## src/common/stp_pkg.sv

```systemverilog
`default_nettype none
package stp_pkg;
	// Register indices; the byte address on the bus is four times the index.
	localparam logic [9:0] IDX_CTRL = 10'h0C8;
	localparam logic [9:0] IDX_RLL  = 10'h0CA;
	localparam logic [9:0] IDX_RLH  = 10'h0CB;
	localparam logic [9:0] IDX_CNTL = 10'h0CC;
	localparam logic [9:0] IDX_CNTH = 10'h0CD;
	localparam logic [9:0] IDX_CSEL = 10'h0CE;
	localparam logic [9:0] IDX_IEN  = 10'h0CF;
	localparam logic [9:0] IDX_STAT = 10'h0D0;
	localparam logic [9:0] IDX_MASK = 10'h0D1;
	// Field positions in the clock select, enable and interrupt registers.
	localparam int unsigned CSEL_LOW  = 0;
	localparam int unsigned CSEL_HIGH = 1;
	localparam int unsigned IEN_TIMER = 0;
	localparam int unsigned ST_HIGH   = 0;
	localparam int unsigned ST_LOW    = 1;
	// Values after reset.
	localparam logic [7:0] CTRL_RST = 8'h00;
	localparam logic [7:0] RLD_RST  = 8'h00;
	localparam logic [7:0] CNT_RST  = 8'h00;
	localparam logic [1:0] CSEL_RST = 2'h0;
	localparam logic [1:0] STAT_RST = 2'h0;
	localparam logic [1:0] MASK_RST = 2'h0;
	// Prescaler terminal counts: divide by twelve and by eight.
	localparam logic [3:0] DIV12_MAX = 4'hB;
	localparam logic [2:0] DIV8_MAX  = 3'h7;
	// AXI responses.
	localparam logic [1:0] RESP_OKAY   = 2'h0;
	localparam logic [1:0] RESP_SLVERR = 2'h2;
	// Control register layout, bit 7 first.
	typedef struct packed {
		logic hflag;
		logic lflag;
		logic lowen;
		logic rsv4;
		logic split;
		logic run;
		logic rsv1;
		logic xclk;
	} stp_ctrl_type;
endpackage
`default_nettype wire

```

## src/logic/stp_timer.sv

```systemverilog
// Overview of operation
// - Count is two separately accessible byte registers.
// - Split bit clear gives one 16-bit timer.
// - Split bit set gives two reloading 8-bit timers.
// - Sources: system clock, divided twelve, external/8.
// - External divided clock synchronised before use.
// - 16-bit rollover loads both reload bytes.
// - 16-bit rollover sets high overflow flag.
// - Enabled interrupt on every 16-bit overflow.
// - Low-byte enable adds low rollover interrupt.
// - 16-bit mode: run bit zero stops, one counts.
// - Reload low byte register, read/write, resets zero.
// - Split mode: run gates high byte only.
// - Per-byte select: system clock else external select.
// - Split flags set on rollover, cleared by software.
//
// Local design decision: the AXI4-Lite register port.
`timescale 1ns/1ps
`default_nettype none
module stp_timer (
	// Clock and reset.
	input  wire logic        aclk,
	input  wire logic        aresetn,
	// External oscillator input, asynchronous to aclk.
	input  wire logic        external_osc_clk,
	// AXI4-Lite write address and data.
	input  wire logic [11:0] awaddr,
	input  wire logic [2:0]  awprot,
	input  wire logic        awvalid,
	output logic             awready,
	input  wire logic [31:0] wdata,
	input  wire logic [3:0]  wstrb,
	input  wire logic        wvalid,
	output logic             wready,
	// AXI4-Lite write response.
	output logic [1:0]       bresp,
	output logic             bvalid,
	input  wire logic        bready,
	// AXI4-Lite read.
	input  wire logic [11:0] araddr,
	input  wire logic [2:0]  arprot,
	input  wire logic        arvalid,
	output logic             arready,
	output logic [31:0]      rdata,
	output logic [1:0]       rresp,
	output logic             rvalid,
	input  wire logic        rready,
	// Interrupt request, level.
	output logic             irq
);
	stp_pkg::stp_ctrl_type ctrl_ff;
	stp_pkg::stp_ctrl_type nxt_ctrl;
	logic [7:0]  rll_ff;
	logic [7:0]  rlh_ff;
	logic [7:0]  cl_ff;
	logic [7:0]  ch_ff;
	logic [7:0]  nxt_cl;
	logic [7:0]  nxt_ch;
	logic [1:0]  csel_ff;
	logic        ien_ff;
	logic [1:0]  stat_ff;
	logic [1:0]  mask_ff;
	logic        irq_ff;
	logic [3:0]  d12_ff;
	logic [2:0]  x8_ff;
	logic        x_s1_ff;
	logic        x_s2_ff;
	logic        x_s3_ff;
	logic        x_edge;
	logic        t12;
	logic        t_ext;
	logic        t_sel;
	logic        tick_l;
	logic        tick_h;
	logic        ev_h;
	logic        ev_l;
	logic        awready_ff;
	logic        wready_ff;
	logic        bvalid_ff;
	logic [1:0]  bresp_ff;
	logic        arready_ff;
	logic        rvalid_ff;
	logic [31:0] rdata_ff;
	logic [1:0]  rresp_ff;
	logic        aw_got_ff;
	logic        w_got_ff;
	logic [9:0]  wa_ff;
	logic [7:0]  wd_ff;
	logic        ws_ff;
	logic        do_wr;
	logic        wr_map;
	logic        ar_hs;
	logic [9:0]  ra_idx;
	logic [7:0]  rd_val;
	logic        rd_map;
	logic        wr_ctrl;
	logic        wr_cl;
	logic        wr_ch;

	// Prescaler for the system clock divided by twelve; it runs free so both bytes share one phase.
	always_ff @(posedge aclk) begin
		if (!aresetn || t12) begin
			d12_ff <= 4'h0;
		end else begin
			d12_ff <= d12_ff + 4'h1;
		end
	end
	assign t12 = (d12_ff == stp_pkg::DIV12_MAX);

	// Three-stage synchroniser; an edge counts when the second stage is high and the third is still low.
	// The source must be no faster than half the aclk rate or edges are lost.
	always_ff @(posedge aclk) begin
		if (!aresetn) begin
			x_s1_ff <= 1'b0;
			x_s2_ff <= 1'b0;
			x_s3_ff <= 1'b0;
		end else begin
			x_s1_ff <= external_osc_clk;
			x_s2_ff <= x_s1_ff;
			x_s3_ff <= x_s2_ff;
		end
	end
	assign x_edge = x_s2_ff & ~x_s3_ff;

	// Divide the synchronised external edges by eight.
	always_ff @(posedge aclk) begin
		if (!aresetn) begin
			x8_ff <= 3'h0;
		end else if (x_edge) begin
			x8_ff <= x8_ff + 3'h1;
		end
	end
	assign t_ext = x_edge & (x8_ff == stp_pkg::DIV8_MAX);

	// Per-byte source: system clock when selected, else divided clock picked by the external select.
	assign t_sel  = ctrl_ff.xclk ? t_ext : t12;
	assign tick_l = csel_ff[stp_pkg::CSEL_LOW] | t_sel;
	assign tick_h = csel_ff[stp_pkg::CSEL_HIGH] | t_sel;

	// Software write strobes for the registers that the count logic also drives.
	assign wr_ctrl = do_wr & ws_ff & (wa_ff == stp_pkg::IDX_CTRL);
	assign wr_cl   = do_wr & ws_ff & (wa_ff == stp_pkg::IDX_CNTL);
	assign wr_ch   = do_wr & ws_ff & (wa_ff == stp_pkg::IDX_CNTH);

	// Count next state; a software write to a count byte wins over counting that byte.
	always_comb begin
		nxt_cl = cl_ff;
		nxt_ch = ch_ff;
		ev_h   = 1'b0;
		ev_l   = 1'b0;
		if (!ctrl_ff.split) begin
			if (ctrl_ff.run && tick_l) begin
				ev_l = (cl_ff == 8'hFF);
				if ({ch_ff, cl_ff} == 16'hFFFF) begin
					{nxt_ch, nxt_cl} = {rlh_ff, rll_ff};
					ev_h = 1'b1;
				end else begin
					{nxt_ch, nxt_cl} = {ch_ff, cl_ff} + 16'h0001;
				end
			end
		end else begin
			// The low byte runs regardless of the run bit.
			if (tick_l) begin
				if (cl_ff == 8'hFF) begin
					nxt_cl = rll_ff;
					ev_l = 1'b1;
				end else begin
					nxt_cl = cl_ff + 8'h01;
				end
			end
			if (ctrl_ff.run && tick_h) begin
				if (ch_ff == 8'hFF) begin
					nxt_ch = rlh_ff;
					ev_h = 1'b1;
				end else begin
					nxt_ch = ch_ff + 8'h01;
				end
			end
		end
		if (wr_cl) begin
			nxt_cl = wd_ff;
		end
		if (wr_ch) begin
			nxt_ch = wd_ff;
		end
	end

	// Count bytes.
	always_ff @(posedge aclk) begin
		if (!aresetn) begin
			cl_ff <= stp_pkg::CNT_RST;
			ch_ff <= stp_pkg::CNT_RST;
		end else begin
			cl_ff <= nxt_cl;
			ch_ff <= nxt_ch;
		end
	end

	// Control write; hardware sets of the flags win over a software clear in the same cycle.
	always_comb begin
		nxt_ctrl = ctrl_ff;
		if (wr_ctrl) begin
			nxt_ctrl = stp_pkg::stp_ctrl_type'(wd_ff);
		end
		nxt_ctrl.rsv4  = 1'b0;
		nxt_ctrl.rsv1  = 1'b0;
		nxt_ctrl.hflag = nxt_ctrl.hflag | ev_h;
		nxt_ctrl.lflag = nxt_ctrl.lflag | ev_l;
	end

	// Control register.
	always_ff @(posedge aclk) begin
		if (!aresetn) begin
			ctrl_ff <= stp_pkg::stp_ctrl_type'(stp_pkg::CTRL_RST);
		end else begin
			ctrl_ff <= nxt_ctrl;
		end
	end

	// Reload, clock select, enable and mask registers.
	always_ff @(posedge aclk) begin
		if (!aresetn) begin
			rll_ff  <= stp_pkg::RLD_RST;
			rlh_ff  <= stp_pkg::RLD_RST;
			csel_ff <= stp_pkg::CSEL_RST;
			ien_ff  <= 1'b0;
			mask_ff <= stp_pkg::MASK_RST;
		end else if (do_wr && ws_ff) begin
			if (wa_ff == stp_pkg::IDX_RLL) begin
				rll_ff <= wd_ff;
			end
			if (wa_ff == stp_pkg::IDX_RLH) begin
				rlh_ff <= wd_ff;
			end
			if (wa_ff == stp_pkg::IDX_CSEL) begin
				csel_ff <= wd_ff[1:0];
			end
			if (wa_ff == stp_pkg::IDX_IEN) begin
				ien_ff <= wd_ff[stp_pkg::IEN_TIMER];
			end
			if (wa_ff == stp_pkg::IDX_MASK) begin
				mask_ff <= wd_ff[1:0];
			end
		end
	end

	// Sticky event status, cleared by reading it; a new event in the clearing cycle survives.
	always_ff @(posedge aclk) begin
		if (!aresetn) begin
			stat_ff <= stp_pkg::STAT_RST;
		end else begin
			stat_ff <= ((ar_hs && ra_idx == stp_pkg::IDX_STAT) ? 2'h0 : stat_ff) | {ev_l, ev_h};
		end
	end

	// Interrupt: low events only count while the low-byte enable is set.
	always_ff @(posedge aclk) begin
		if (!aresetn) begin
			irq_ff <= 1'b0;
		end else begin
			irq_ff <= ien_ff & |(stat_ff & mask_ff & {ctrl_ff.lowen, 1'b1});
		end
	end

	// Write channel capture; address and data may arrive in either order.
	assign do_wr = aw_got_ff & w_got_ff & ~bvalid_ff;
	always_ff @(posedge aclk) begin
		if (!aresetn) begin
			awready_ff <= 1'b1;
			wready_ff  <= 1'b1;
			aw_got_ff  <= 1'b0;
			w_got_ff   <= 1'b0;
			wa_ff      <= 10'h000;
			wd_ff      <= 8'h00;
			ws_ff      <= 1'b0;
			bvalid_ff  <= 1'b0;
			bresp_ff   <= stp_pkg::RESP_OKAY;
		end else begin
			if (awvalid && awready_ff) begin
				awready_ff <= 1'b0;
				aw_got_ff  <= 1'b1;
				wa_ff      <= awaddr[11:2];
			end
			if (wvalid && wready_ff) begin
				wready_ff <= 1'b0;
				w_got_ff  <= 1'b1;
				wd_ff     <= wdata[7:0];
				ws_ff     <= wstrb[0];
			end
			if (do_wr) begin
				aw_got_ff <= 1'b0;
				w_got_ff  <= 1'b0;
				bvalid_ff <= 1'b1;
				bresp_ff  <= wr_map ? stp_pkg::RESP_OKAY : stp_pkg::RESP_SLVERR;
			end
			if (bvalid_ff && bready) begin
				bvalid_ff  <= 1'b0;
				awready_ff <= 1'b1;
				wready_ff  <= 1'b1;
			end
		end
	end

	// Address decode for writes; the status register is read-only but accepts writes silently.
	always_comb begin
		unique case (wa_ff)
			stp_pkg::IDX_CTRL, stp_pkg::IDX_RLL, stp_pkg::IDX_RLH, stp_pkg::IDX_CNTL,
			stp_pkg::IDX_CNTH, stp_pkg::IDX_CSEL, stp_pkg::IDX_IEN, stp_pkg::IDX_STAT,
			stp_pkg::IDX_MASK: wr_map = 1'b1;
			default: wr_map = 1'b0;
		endcase
	end

	// Read decode; narrow registers sit in the low bits.
	assign ra_idx = araddr[11:2];
	assign ar_hs  = arvalid & arready_ff;
	always_comb begin
		rd_map = 1'b1;
		unique case (ra_idx)
			stp_pkg::IDX_CTRL: rd_val = ctrl_ff;
			stp_pkg::IDX_RLL:  rd_val = rll_ff;
			stp_pkg::IDX_RLH:  rd_val = rlh_ff;
			stp_pkg::IDX_CNTL: rd_val = cl_ff;
			stp_pkg::IDX_CNTH: rd_val = ch_ff;
			stp_pkg::IDX_CSEL: rd_val = {6'h00, csel_ff};
			stp_pkg::IDX_IEN:  rd_val = {7'h00, ien_ff};
			stp_pkg::IDX_STAT: rd_val = {6'h00, stat_ff};
			stp_pkg::IDX_MASK: rd_val = {6'h00, mask_ff};
			default: begin
				rd_val = 8'h00;
				rd_map = 1'b0;
			end
		endcase
	end

	// Read channel: data is captured with the address, so the answer comes one cycle later.
	always_ff @(posedge aclk) begin
		if (!aresetn) begin
			arready_ff <= 1'b1;
			rvalid_ff  <= 1'b0;
			rdata_ff   <= 32'h00000000;
			rresp_ff   <= stp_pkg::RESP_OKAY;
		end else if (ar_hs) begin
			arready_ff <= 1'b0;
			rvalid_ff  <= 1'b1;
			rdata_ff   <= {24'h000000, rd_val};
			rresp_ff   <= rd_map ? stp_pkg::RESP_OKAY : stp_pkg::RESP_SLVERR;
		end else if (rvalid_ff && rready) begin
			arready_ff <= 1'b1;
			rvalid_ff  <= 1'b0;
		end
	end

	// Outputs come straight from flip-flops.
	assign awready = awready_ff;
	assign wready  = wready_ff;
	assign bvalid  = bvalid_ff;
	assign bresp   = bresp_ff;
	assign arready = arready_ff;
	assign rvalid  = rvalid_ff;
	assign rdata   = rdata_ff;
	assign rresp   = rresp_ff;
	assign irq     = irq_ff;
endmodule
`default_nettype wire

```

## config.mk

```make
export PLATFORM = sky130hd
export DESIGN_NAME = stp_timer
export DESIGN_NICKNAME = d
export VERILOG_FILES = /design/src/common/stp_pkg.sv /design/src/logic/stp_timer.sv
export SDC_FILE = /design/constraint.sdc
export NUM_CORES = 1
export LEC_CHECK = 0
export BUFFER_PORTS_ARGS = -buffer_cell sky130_fd_sc_hd__buf_2
export CORE_MARGIN = 3
export CORE_UTILIZATION = 30
export CTS_CLUSTER_SIZE = 10
export DETAILED_ROUTE_END_ITERATION = 10
export MAX_ROUTING_LAYER = met4
export PLACE_DENSITY_LB_ADDON = 0.15
export SYNTH_ARGS = -nofsm -noshare
export SYNTH_HDL_FRONTEND = slang
export SYNTH_SLANG_ARGS = --single-unit
```

## constraint.sdc

```tcl
create_clock -name aclk -period 2.41 [get_ports aclk]
set_input_delay 0.1205 -clock aclk [delete_from_list [all_inputs] [get_ports aclk]]
set_output_delay 0.1205 -clock aclk [all_outputs]
set_load 0.005 [all_outputs]
```

Yosys cells after proc, flatten, opt, wreduce, memory -nomap -nowiden

Index checks and enable logic that the tools add are counted.

Add/sub/neg operators: 5
Equality and inequality tests: 25
Muxes and demuxes: 33
Bitwise gates (word level): 20
Reduce and logical (&&, ||, !) cells: 25

Operator list:

| operator                                                                 | number |
|---|---|
| 10-bit by 8-bit equality test with 1-bit output (second input constant)  | 18 |
| 8-bit two-way mux                                                        | 13 |
| 8-bit case mux with 9 select lines                                       | 1 |
| 9-bit OR reduction                                                       | 2 |
| 16-bit by 1-bit adder with 16-bit output (second input constant)         | 1 |
| 8-bit by 1-bit adder with 8-bit output (second input constant)           | 2 |
| 16-bit equality test (second input constant)                             | 1 |
| 8-bit equality test (second input constant)                              | 2 |
| 1-bit two-way mux                                                        | 16 |
| 2-bit AND reduction                                                      | 7 |
| 1-bit bitwise AND                                                        | 10 |
| 1-bit logical AND                                                        | 8 |
| 2-bit two-way mux                                                        | 3 |
| 3-bit by 1-bit inequality test with 1-bit output (second input constant) | 2 |
| 3-bit nonzero test                                                       | 2 |
| 2-bit OR reduction                                                       | 3 |
| 4-bit by 1-bit adder with 4-bit output (second input constant)           | 1 |
| 2-bit bitwise AND                                                        | 2 |
| 4-bit equality test (second input constant)                              | 1 |
| 1-bit OR                                                                 | 4 |
| 3-bit by 1-bit adder with 3-bit output (second input constant)           | 1 |
| 3-bit equality test (second input constant)                              | 1 |
| 1-bit NOT                                                                | 3 |
| 2-bit OR                                                                 | 1 |
| 3 further kinds                                                          | 3 |

Flip-flop bits (word level): 96
Bits of input ports: 74
Output and inout bits: 42
Word-level logic and storage cells: 143

Longest topological paths before layout

Gate-level depths: netlist of the first run.

Word-level depth: 9
Mapped depth: 9

Least setup slack after synthesis of the first run

No wires, ideal clock.

Path kind: register -> register
Start: reg cl_ff[0]
End: reg ch_ff[0]
Setup time: 0.122 ns
Arrival time: 1.842 ns
Data required time: 2.288 ns
Setup slack: 0.446 ns
Stages on the path, launching flop included: 8
Path buffers: 0
Cells stage by stage: dfxtp_1 > ha_1 > and2_0 > a31o_2 > nor2b_1 > mux2_1 > a31oi_1 > a21oi_1

Cells in the longest elaborated chain, start to end: 5
Elaborated cells between the ends (all ways): 6

Ends and longest elaborated chain:

| element                                                                                 | RTL line                           | text |
|---|---|---|
| start: declaration                                                                      | stp_timer.sv:55                    | `logic [7:0] cl_ff;` |
| start signal: assignment                                                                | stp_timer.sv:191                   | `cl_ff <= stp_pkg::CNT_RST;` |
| start signal: assignment                                                                | stp_timer.sv:194                   | `cl_ff <= nxt_cl;` |
| 16-bit by 1-bit adder with 16-bit output / 16-bit equality test (equally long branches) | stp_timer.sv:158, stp_timer.sv:154 |  |
| 8-bit two-way mux *                                                                     | stp_timer.sv:154                   | `if ({ch_ff, cl_ff} == 16'hFFFF) begin` |
| 8-bit two-way mux *                                                                     | stp_timer.sv:152                   | `if (ctrl_ff.run && tick_l) begin` |
| 8-bit two-way mux *                                                                     | stp_timer.sv:151                   | `if (!ctrl_ff.split) begin` |
| 8-bit two-way mux *                                                                     | stp_timer.sv:183                   | `if (wr_ch) begin` |
| end signal: assignment                                                                  | stp_timer.sv:192                   | `ch_ff <= stp_pkg::CNT_RST;` |
| end signal: assignment                                                                  | stp_timer.sv:195                   | `ch_ff <= nxt_ch;` |
| end: declaration                                                                        | stp_timer.sv:56                    | `logic [7:0] ch_ff;` |

Mark *: on every way between the ends. The rest lies on a longest branch, timed or not. The select of a mux whose other input is x is not followed.
A chain may end at the register's enable or synchronous reset.

Final worst setup path of the first run

Start: reg wa_ff[5]
End: reg mask_ff[0]

Cells in the longest elaborated chain, start to end: 2

Ends and longest elaborated chain:

| element                                         | RTL line         | text |
|---|---|---|
| start: declaration                              | stp_timer.sv:87  | `logic [9:0] wa_ff;` |
| start signal: assignment                        | stp_timer.sv:282 | `wa_ff <= awaddr[11:2];` |
| 10-bit by 8-bit equality test with 1-bit output | stp_timer.sv:241 | `if (wa_ff == stp_pkg::IDX_MASK) begin` |
| 2-bit AND reduction (no line)                   | n/a              |  |
| end signal: assignment                          | stp_timer.sv:227 | `mask_ff <= stp_pkg::MASK_RST;` |
| end signal: assignment                          | stp_timer.sv:242 | `mask_ff <= wd_ff[1:0];` |
| end: declaration                                | stp_timer.sv:62  | `logic [1:0] mask_ff;` |

Every way passes these cells.

==> results of run 1 <==
flip-flops by register name (all words and copies together) (netlist names), 3 cells and up:
signal	flops
rlh_ff	8
ctrl_ff	6
ch_ff	8
rdata	8
rll_ff	8
wa_ff	10
d12_ff	4
cl_ff	8
wd_ff	8
x8_ff	3
placed cells by master, fill, tap and decap left out, drive strengths merged, types with 4 or more instances in the layout:
cell	n
a21oi	60
a31oi	8
and2	7
and3	7
buf	72
clkbuf	12
conb	26
dfxtp	92
dlygate4sd3	12
ha	5
inv	9
mux2	6
mux2i	37
nand2	95
nand2b	5
nand3	28
nand3b	4
nand4	7
nor2	45
nor2b	4
nor3	4
o211ai	4
o21ai	31
o221ai	4
o22ai	4
xnor2	7
stage by stage:
| stage | utilization | setup slack [ps] | instances | cell area [um^2] |
|---|---|---|---|---|
| 2_1_floorplan | - | 446 | 604 | 4840 |
| 3_3_place_gp | 0.339 | 268 | 830 | 5190 |
| 3_5_place_dp | 0.339 | 234 | 830 | 5190 |
| 4_1_cts | 0.367 | 229 | 857 | 5620 |
| 5_1_grt | 0.367 | 114 | 857 | 5620 |
| 6_report | 0.367 | 253 | 857 | 5620 |
kinds of logic after synthesis:
logic type,after synthesis,synth area share
buffers and inverters,65,0.0746
muxes,44,0.0970
other,1,0.000790
adders and majority gates,5,0.0132
and+or+nand+nor,224,0.230
AOI/OAI and AO/OA,138,0.177
DFF,92,0.388
xor gates and xnor gates,10,0.0185
worst register-to-register path: stages, from the launching register on:
cell      delay [ps]
dfxtp_1          310
or4_1            690
nor3_4           430
nand4b_1         300
mux2i_1          220
nor2_1            60
layer usage:
layer	vias to the layer above	wire, um	share of wire
met5	-	0	0
met1	2017	6720	0.49
met4	0	169	0.012
met3	15	857	0.062
li1	2129	-	-
met2	153	6080	0.44
cell type report:
class,count,area share
Clock inverter,3,0.00779
Clock buffer,12,0.0474
Multi-Input combinational cell,447,0.470
Sequential cell,92,0.328
Inverter,8,0.00534
Tap cell,211,0.0470
Timing Repair Buffer,84,0.0944
where the power goes:
group          internal, mW  switching (mW)  leakage (nW)
clock network         0.885           0.603         0.155
logic                0.0997           0.132          1.40
registers              1.56          0.0463         0.748
worst paths after layout:
check                         from  slack [ps]                       to
max          wa_ff[5]$_SDFFE_PN0P_         250  mask_ff[0]$_SDFFE_PN0P_
min                       wdata[1]          20    wd_ff[1]$_SDFFE_PN0P_
max reg2reg  wa_ff[5]$_SDFFE_PN0P_         250  mask_ff[0]$_SDFFE_PN0P_
min reg2reg  wa_ff[8]$_SDFFE_PN0P_         460    wa_ff[8]$_SDFFE_PN0P_
==> metrics.md, run 1 <==
| Metric | Value |
|---|---|
| Outcome | `complete, no violations` |
| DR WL/cell | `16.1 um` |
| Met3 GRT Util | `0.0431` |
| Hold crit path type | `in2reg` |
| Largest net degree at the start of global routing | `30` |
| Post-synth top area cell | `dfxtp_1` |
| Die Y | `132 um` |
| Post-synth EDFFs | `0` |
| Inserted Clock Buffers | `9` |
| Worst-skew pair later-pin latency | `350 ps` |
| Commonest cells in the synthesized netlist | `nand2_1 (93), dfxtp_1 (92), a21oi_1 (60)` |
| Die area | `0.0174 mm^2` |
| Global-route wire length before repair | `22200 um` |
| Residual DRC | `0` |
| Synth warnings | `0` |
| DRT Pass-1 Iters | `5` |
| Critical-path maximum fanout | `6` |
| CP cell instances | `or4_1, nor3_4, nand4b_1, mux2i_1, nor2_1` |
| Dominant cells by area after synthesis | `dfxtp_1 (39%), mux2i_1 (7.8%), nand2_1 (7.4%), a21oi_1 (6.3%), buf_4 (4.1%)` |
| Post-DP HPWL | `10200 um` |
| Final hold viol count | `0` |
| Site Rows | `45` |
| Pwr Density | `592 mW/mm^2` |
| Sequential area share after synthesis | `0.388` |
| Critical path depth in cells | `5` |
| Crit path max-delay family | `simple AND/OR/NAND/NOR gates` |
| Hold Crit Depth | `3` |
| Cell count after synthesis | `579` |
| Vias | `4314` |
| GRT busiest layer | `met2` |
| Max Cap Violations | `0` |
| Syn_area_per_cell | `8.20 um^2` |
| Post-synth top flop | `dfxtp_1` |
| Pleak | `2.30 nW` |
| Period utilization | `0.895` |
| Slew Limit Fails | `0` |
| Unrepaired setup endpoints after global routing | `no` |
| Initial core utilization | `0.310` |
| Hold WS | `16.4 ps` |
| Hold_buf cts | `12` |
| Nets | `721` |
| Critical path required time | `2630 ps` |
| Count leader, synth | `nand2_1` |
| Number of vias per cell | `5.03` |
| CTS tree | `yes` |
| Startpoint Class | `flip-flop` |
| Worst-Margin Slew | `575 ps` |
| Placer congestion estimate | `0.889` |
| CTS resizes | `0` |
| Seq cells post-synth | `92` |
| CTS H-tree lvls | `3` |
| Total wire length | `13800 um` |
| Initial antenna violation count | `0` |
| CTS root buffer | `clkbuf_16` |
| Peak supply drop | `353 uV` |
| Register area | `0.00184 mm^2` |
| Grt met1 use | `0.226` |
| PortBufs | `52` |
| Inserted Diodes | `0` |
| Sink Count | `92` |
| Share of the synthesized area in the top cell type | `0.388` |
| Chip Width | `132 um` |
| Post-Syn Area | `0.00475 mm^2` |
| Initial DRC count | `311` |
| Total grt overflow | `0` |
| Pwr Total | `3.33 mW` |
| Final clock skew | `8.79 ps` |
| TNS Setup | `0 ps` |
| Critical path buffers and inverters | `0` |
| Critical-path top delay cell | `or4_1` |
| Synth cell types | `65` |
| Core area | `0.0153 mm^2` |
| Met2 usage | `0.246` |
| Routed Antenna Nets | `0` |
| Max Freq | `0.464 GHz` |
| Worst R2R Path Depth | `5` |
| Ys async rst share | `0` |
| Vias in the first global route | `4063` |
| CP arrival | `2370 ps` |
| Post-CTS setup buffer count | `0` |
| Max_slew headroom | `0.616` |
| Fill cells | `1644` |
| Layout cells sized above 1 | `0.166` |
| Worst path max stage delay | `690 ps` |
| IO Count | `116` |
| Clk slew on worst S/H paths | `60 ps` |
| Critical path capture point type | `flip-flop` |
| Clock buffer depth | `2` |
| Post-route minimum period | `2160 ps` |
| GRT Total Usage | `0.166` |
| Setup CP Type | `reg2reg` |
| Multi-input logic area | `0.00264 mm^2` |
| Setup violators final | `0` |
| Area growth from synthesis to layout | `18.4%` |
Power figures use the tool's default switching activity.
==> run 2: changes to the inputs <==
--- a/config.mk
+++ b/config.mk
@@ -7,7 +7,7 @@
 export LEC_CHECK = 0
 export BUFFER_PORTS_ARGS = -buffer_cell sky130_fd_sc_hd__buf_2
 export CORE_MARGIN = 3
-export CORE_UTILIZATION = 30
+export CORE_UTILIZATION = 25
 export CTS_CLUSTER_SIZE = 10
 export DETAILED_ROUTE_END_ITERATION = 10
 export MAX_ROUTING_LAYER = met4
==> metrics.md, run 2 (synthesis results as in run 1) <==
| Metric | Value |
|---|---|
| Commonest non-fill, non-tap cell in the layout | `nand2_1` |
| Unrepaired setup endpoints after global routing | `no` |
| Max reg flops | `10 (unchanged)` |
| Global-route wire length before repair | `22200 um (unchanged)` |
| CP cell instances | `or4_1, nor3_4, nand4b_1, mux2i_1, nor2_1` |
| Site Rows | `49 (+8.9%)` |
| Startpoint Class | `flip-flop` |
| Critical path capture point type | `flip-flop` |
| Number of vias per cell | `4.91 (-2.5%)` |
| Vias in the first global route | `4024 (-0.96%)` |
| Pleak | `2.31 nW (+0.43%)` |
| Register area | `0.00184 mm^2 (unchanged)` |
| Post-route minimum period | `2180 ps (+23.3 ps)` |
| CP arrival | `2390 ps (+20 ps)` |
| Initial antenna violation count | `0 (unchanged)` |
| Worst-skew pair later-pin latency | `350 ps (about the same)` |
| Total wire length | `14100 um (+2.2%)` |
| Total grt overflow | `0 (unchanged)` |
| Initial DRC count | `288 (-7.4%)` |
| PortBufs | `52 (unchanged)` |
| Max Cap Violations | `0 (unchanged)` |
| Slew Limit Fails | `0 (unchanged)` |
| CTS H-tree lvls | `3 (unchanged)` |
| Vias | `4288 (-0.60%)` |
| Final clock skew | `12.3 ps (+3.47 ps)` |
| Worst path max stage delay | `700 ps (about the same)` |
| Hold Crit Depth | `3 (unchanged)` |
| Most frequent cells in the layout | `nand2_1 (93), dfxtp_1 (92), a21oi_1 (60)` |
| Layout cells sized above 1 | `0.174 (+0.00801)` |
| Chip Width | `144 um (+9.1%)` |
| Max Freq | `0.459 GHz (-1.1%)` |
| CTS tree | `yes` |
| CTS root buffer | `clkbuf_16` |
| Period utilization | `0.905 (+0.00969)` |
| Initial core utilization | `0.259 (-0.0510)` |
| Placer congestion estimate | `0.898 (+1.0%)` |
| GRT Total Usage | `0.143 (-0.0230)` |
| Die Y | `144 um (+9.1%)` |
| Routed Antenna Nets | `0 (unchanged)` |
| Final hold viol count | `0 (unchanged)` |
| Critical-path top delay cell | `or4_1` |
| DRT Pass-1 Iters | `5 (unchanged)` |
| Pwr Density | `606 mW/mm^2 (+2.2%)` |
| Setup violators final | `0 (unchanged)` |
| Multi-input logic area | `0.00264 mm^2 (unchanged)` |
| Clk slew on worst S/H paths | `70 ps (about the same)` |
| Fill cells | `1959 (+19%)` |
| Residual DRC | `0 (unchanged)` |
| Outcome | `complete, no violations` |
| Hold WS | `9.44 ps (-6.92 ps)` |
| Setup CP Type | `reg2reg` |
| Worst-Margin Slew | `676 ps (+101 ps)` |
| Peak supply drop | `323 uV (-8.5%)` |
| Core area | `0.0183 mm^2 (+20%)` |
| Sink Count | `92 (unchanged)` |
| Fraction of power spent switching nets | `0.238 (+0.00316)` |
| Inserted Clock Buffers | `9 (unchanged)` |
| CTS resizes | `0 (unchanged)` |
| Critical-path maximum fanout | `6 (unchanged)` |
| Area growth from synthesis to layout | `19.0%` |
| IO Count | `116 (unchanged)` |
| Biggest register | `wa_ff` |
| Worst R2R Path Depth | `5 (unchanged)` |
| Max_slew headroom | `0.549 (-0.0675)` |
| TNS Setup | `0 ps (unchanged)` |
| Comb power frac | `0.067 (-0.003)` |
| Hold crit path type | `in2reg` |
| Internal power | `2.61 mW (+2.3%)` |
| Seq pwr share | `0.470 (-0.013)` |
| Post-DP HPWL | `10500 um (+3.7%)` |
| Clock buffer depth | `2 (unchanged)` |
| Nets | `719 (-0.28%)` |
| Inserted Diodes | `0 (unchanged)` |
| Clock power share | `0.463 (+0.016)` |
| DR WL/cell | `16.2 um (+0.25%)` |
| Largest net degree at the start of global routing | `33 (+10%)` |
| Switch Pwr | `813 uW (+4.1%)` |
| Critical path required time | `2620 ps (about the same)` |
| Die area | `0.0207 mm^2 (+19%)` |
run 2: final cells by class:
type,instances,area share
Timing Repair Buffer,82,0.0908
Tap cell,229,0.0507
Inverter,8,0.00532
Sequential cell,92,0.326
Clock buffer,10,0.0423
Clock inverter,6,0.0166
Multi-Input combinational cell,447,0.468
run 2: power by group through the flow:
stage / registers [mW] / clock network (mW) / logic, mW
floorplan: 1.63 / 0 / 0.172
global placement: 1.64 / 0 / 0.219
detailed placement: 1.64 / 0 / 0.222
CTS: 1.61 / 1.63 / 0.230
global route: 1.61 / 1.69 / 0.264
finish: 1.61 / 1.58 / 0.228
run 2: critical path: cells and delay by family, from the launching register on:
family | cells | cell delay, ps
DFF | 1 | 310
muxes | 1 | 230
and+or+nand+nor | 4 | 1490
run 2: worst paths after layout:
kind | startpoint | endpoint | slack (ps)
setup / recovery | wa_ff[5]$_SDFFE_PN0P_ | mask_ff[0]$_SDFFE_PN0P_ | 230
setup reg to reg | wa_ff[5]$_SDFFE_PN0P_ | mask_ff[0]$_SDFFE_PN0P_ | 230
hold / removal | awaddr[9] | wa_ff[7]$_SDFFE_PN0P_ | 9
hold reg to reg | x_s1_ff$_SDFF_PN0_ | x_s2_ff$_SDFF_PN0_ | 440
run 2: stage by stage:
| step | setup WS [ps] | instance area (um^2) | power (mW) | util | cells |
|---|---|---|---|---|---|
| floorplan | 446 | 4840 | 1.80 | - | 604 |
| global placement | 257 | 5260 | 1.86 | 0.287 | 852 |
| detailed placement | 238 | 5260 | 1.87 | 0.287 | 852 |
| CTS | 211 | 5650 | 3.47 | 0.308 | 874 |
| global route | 126 | 5650 | 3.57 | 0.308 | 874 |
| finish | 229 | 5650 | 3.42 | 0.308 | 874 |
run 2: repair_timing:
item                       4_1_cts  5_1_grt
hold endpoints to repair         6        0
setup endpoints to repair        0        0
hold buffers                     6        0
setup buffers                    0        0
run 2: layer usage:
metal  part of all wire  global-route usage  vias up
met4              0.014              0.0377        0
met5                  0                   -        -
met3              0.049              0.0300       14
met1               0.50               0.197     2023
li1                   -                   -     2122
met2               0.44               0.213      129
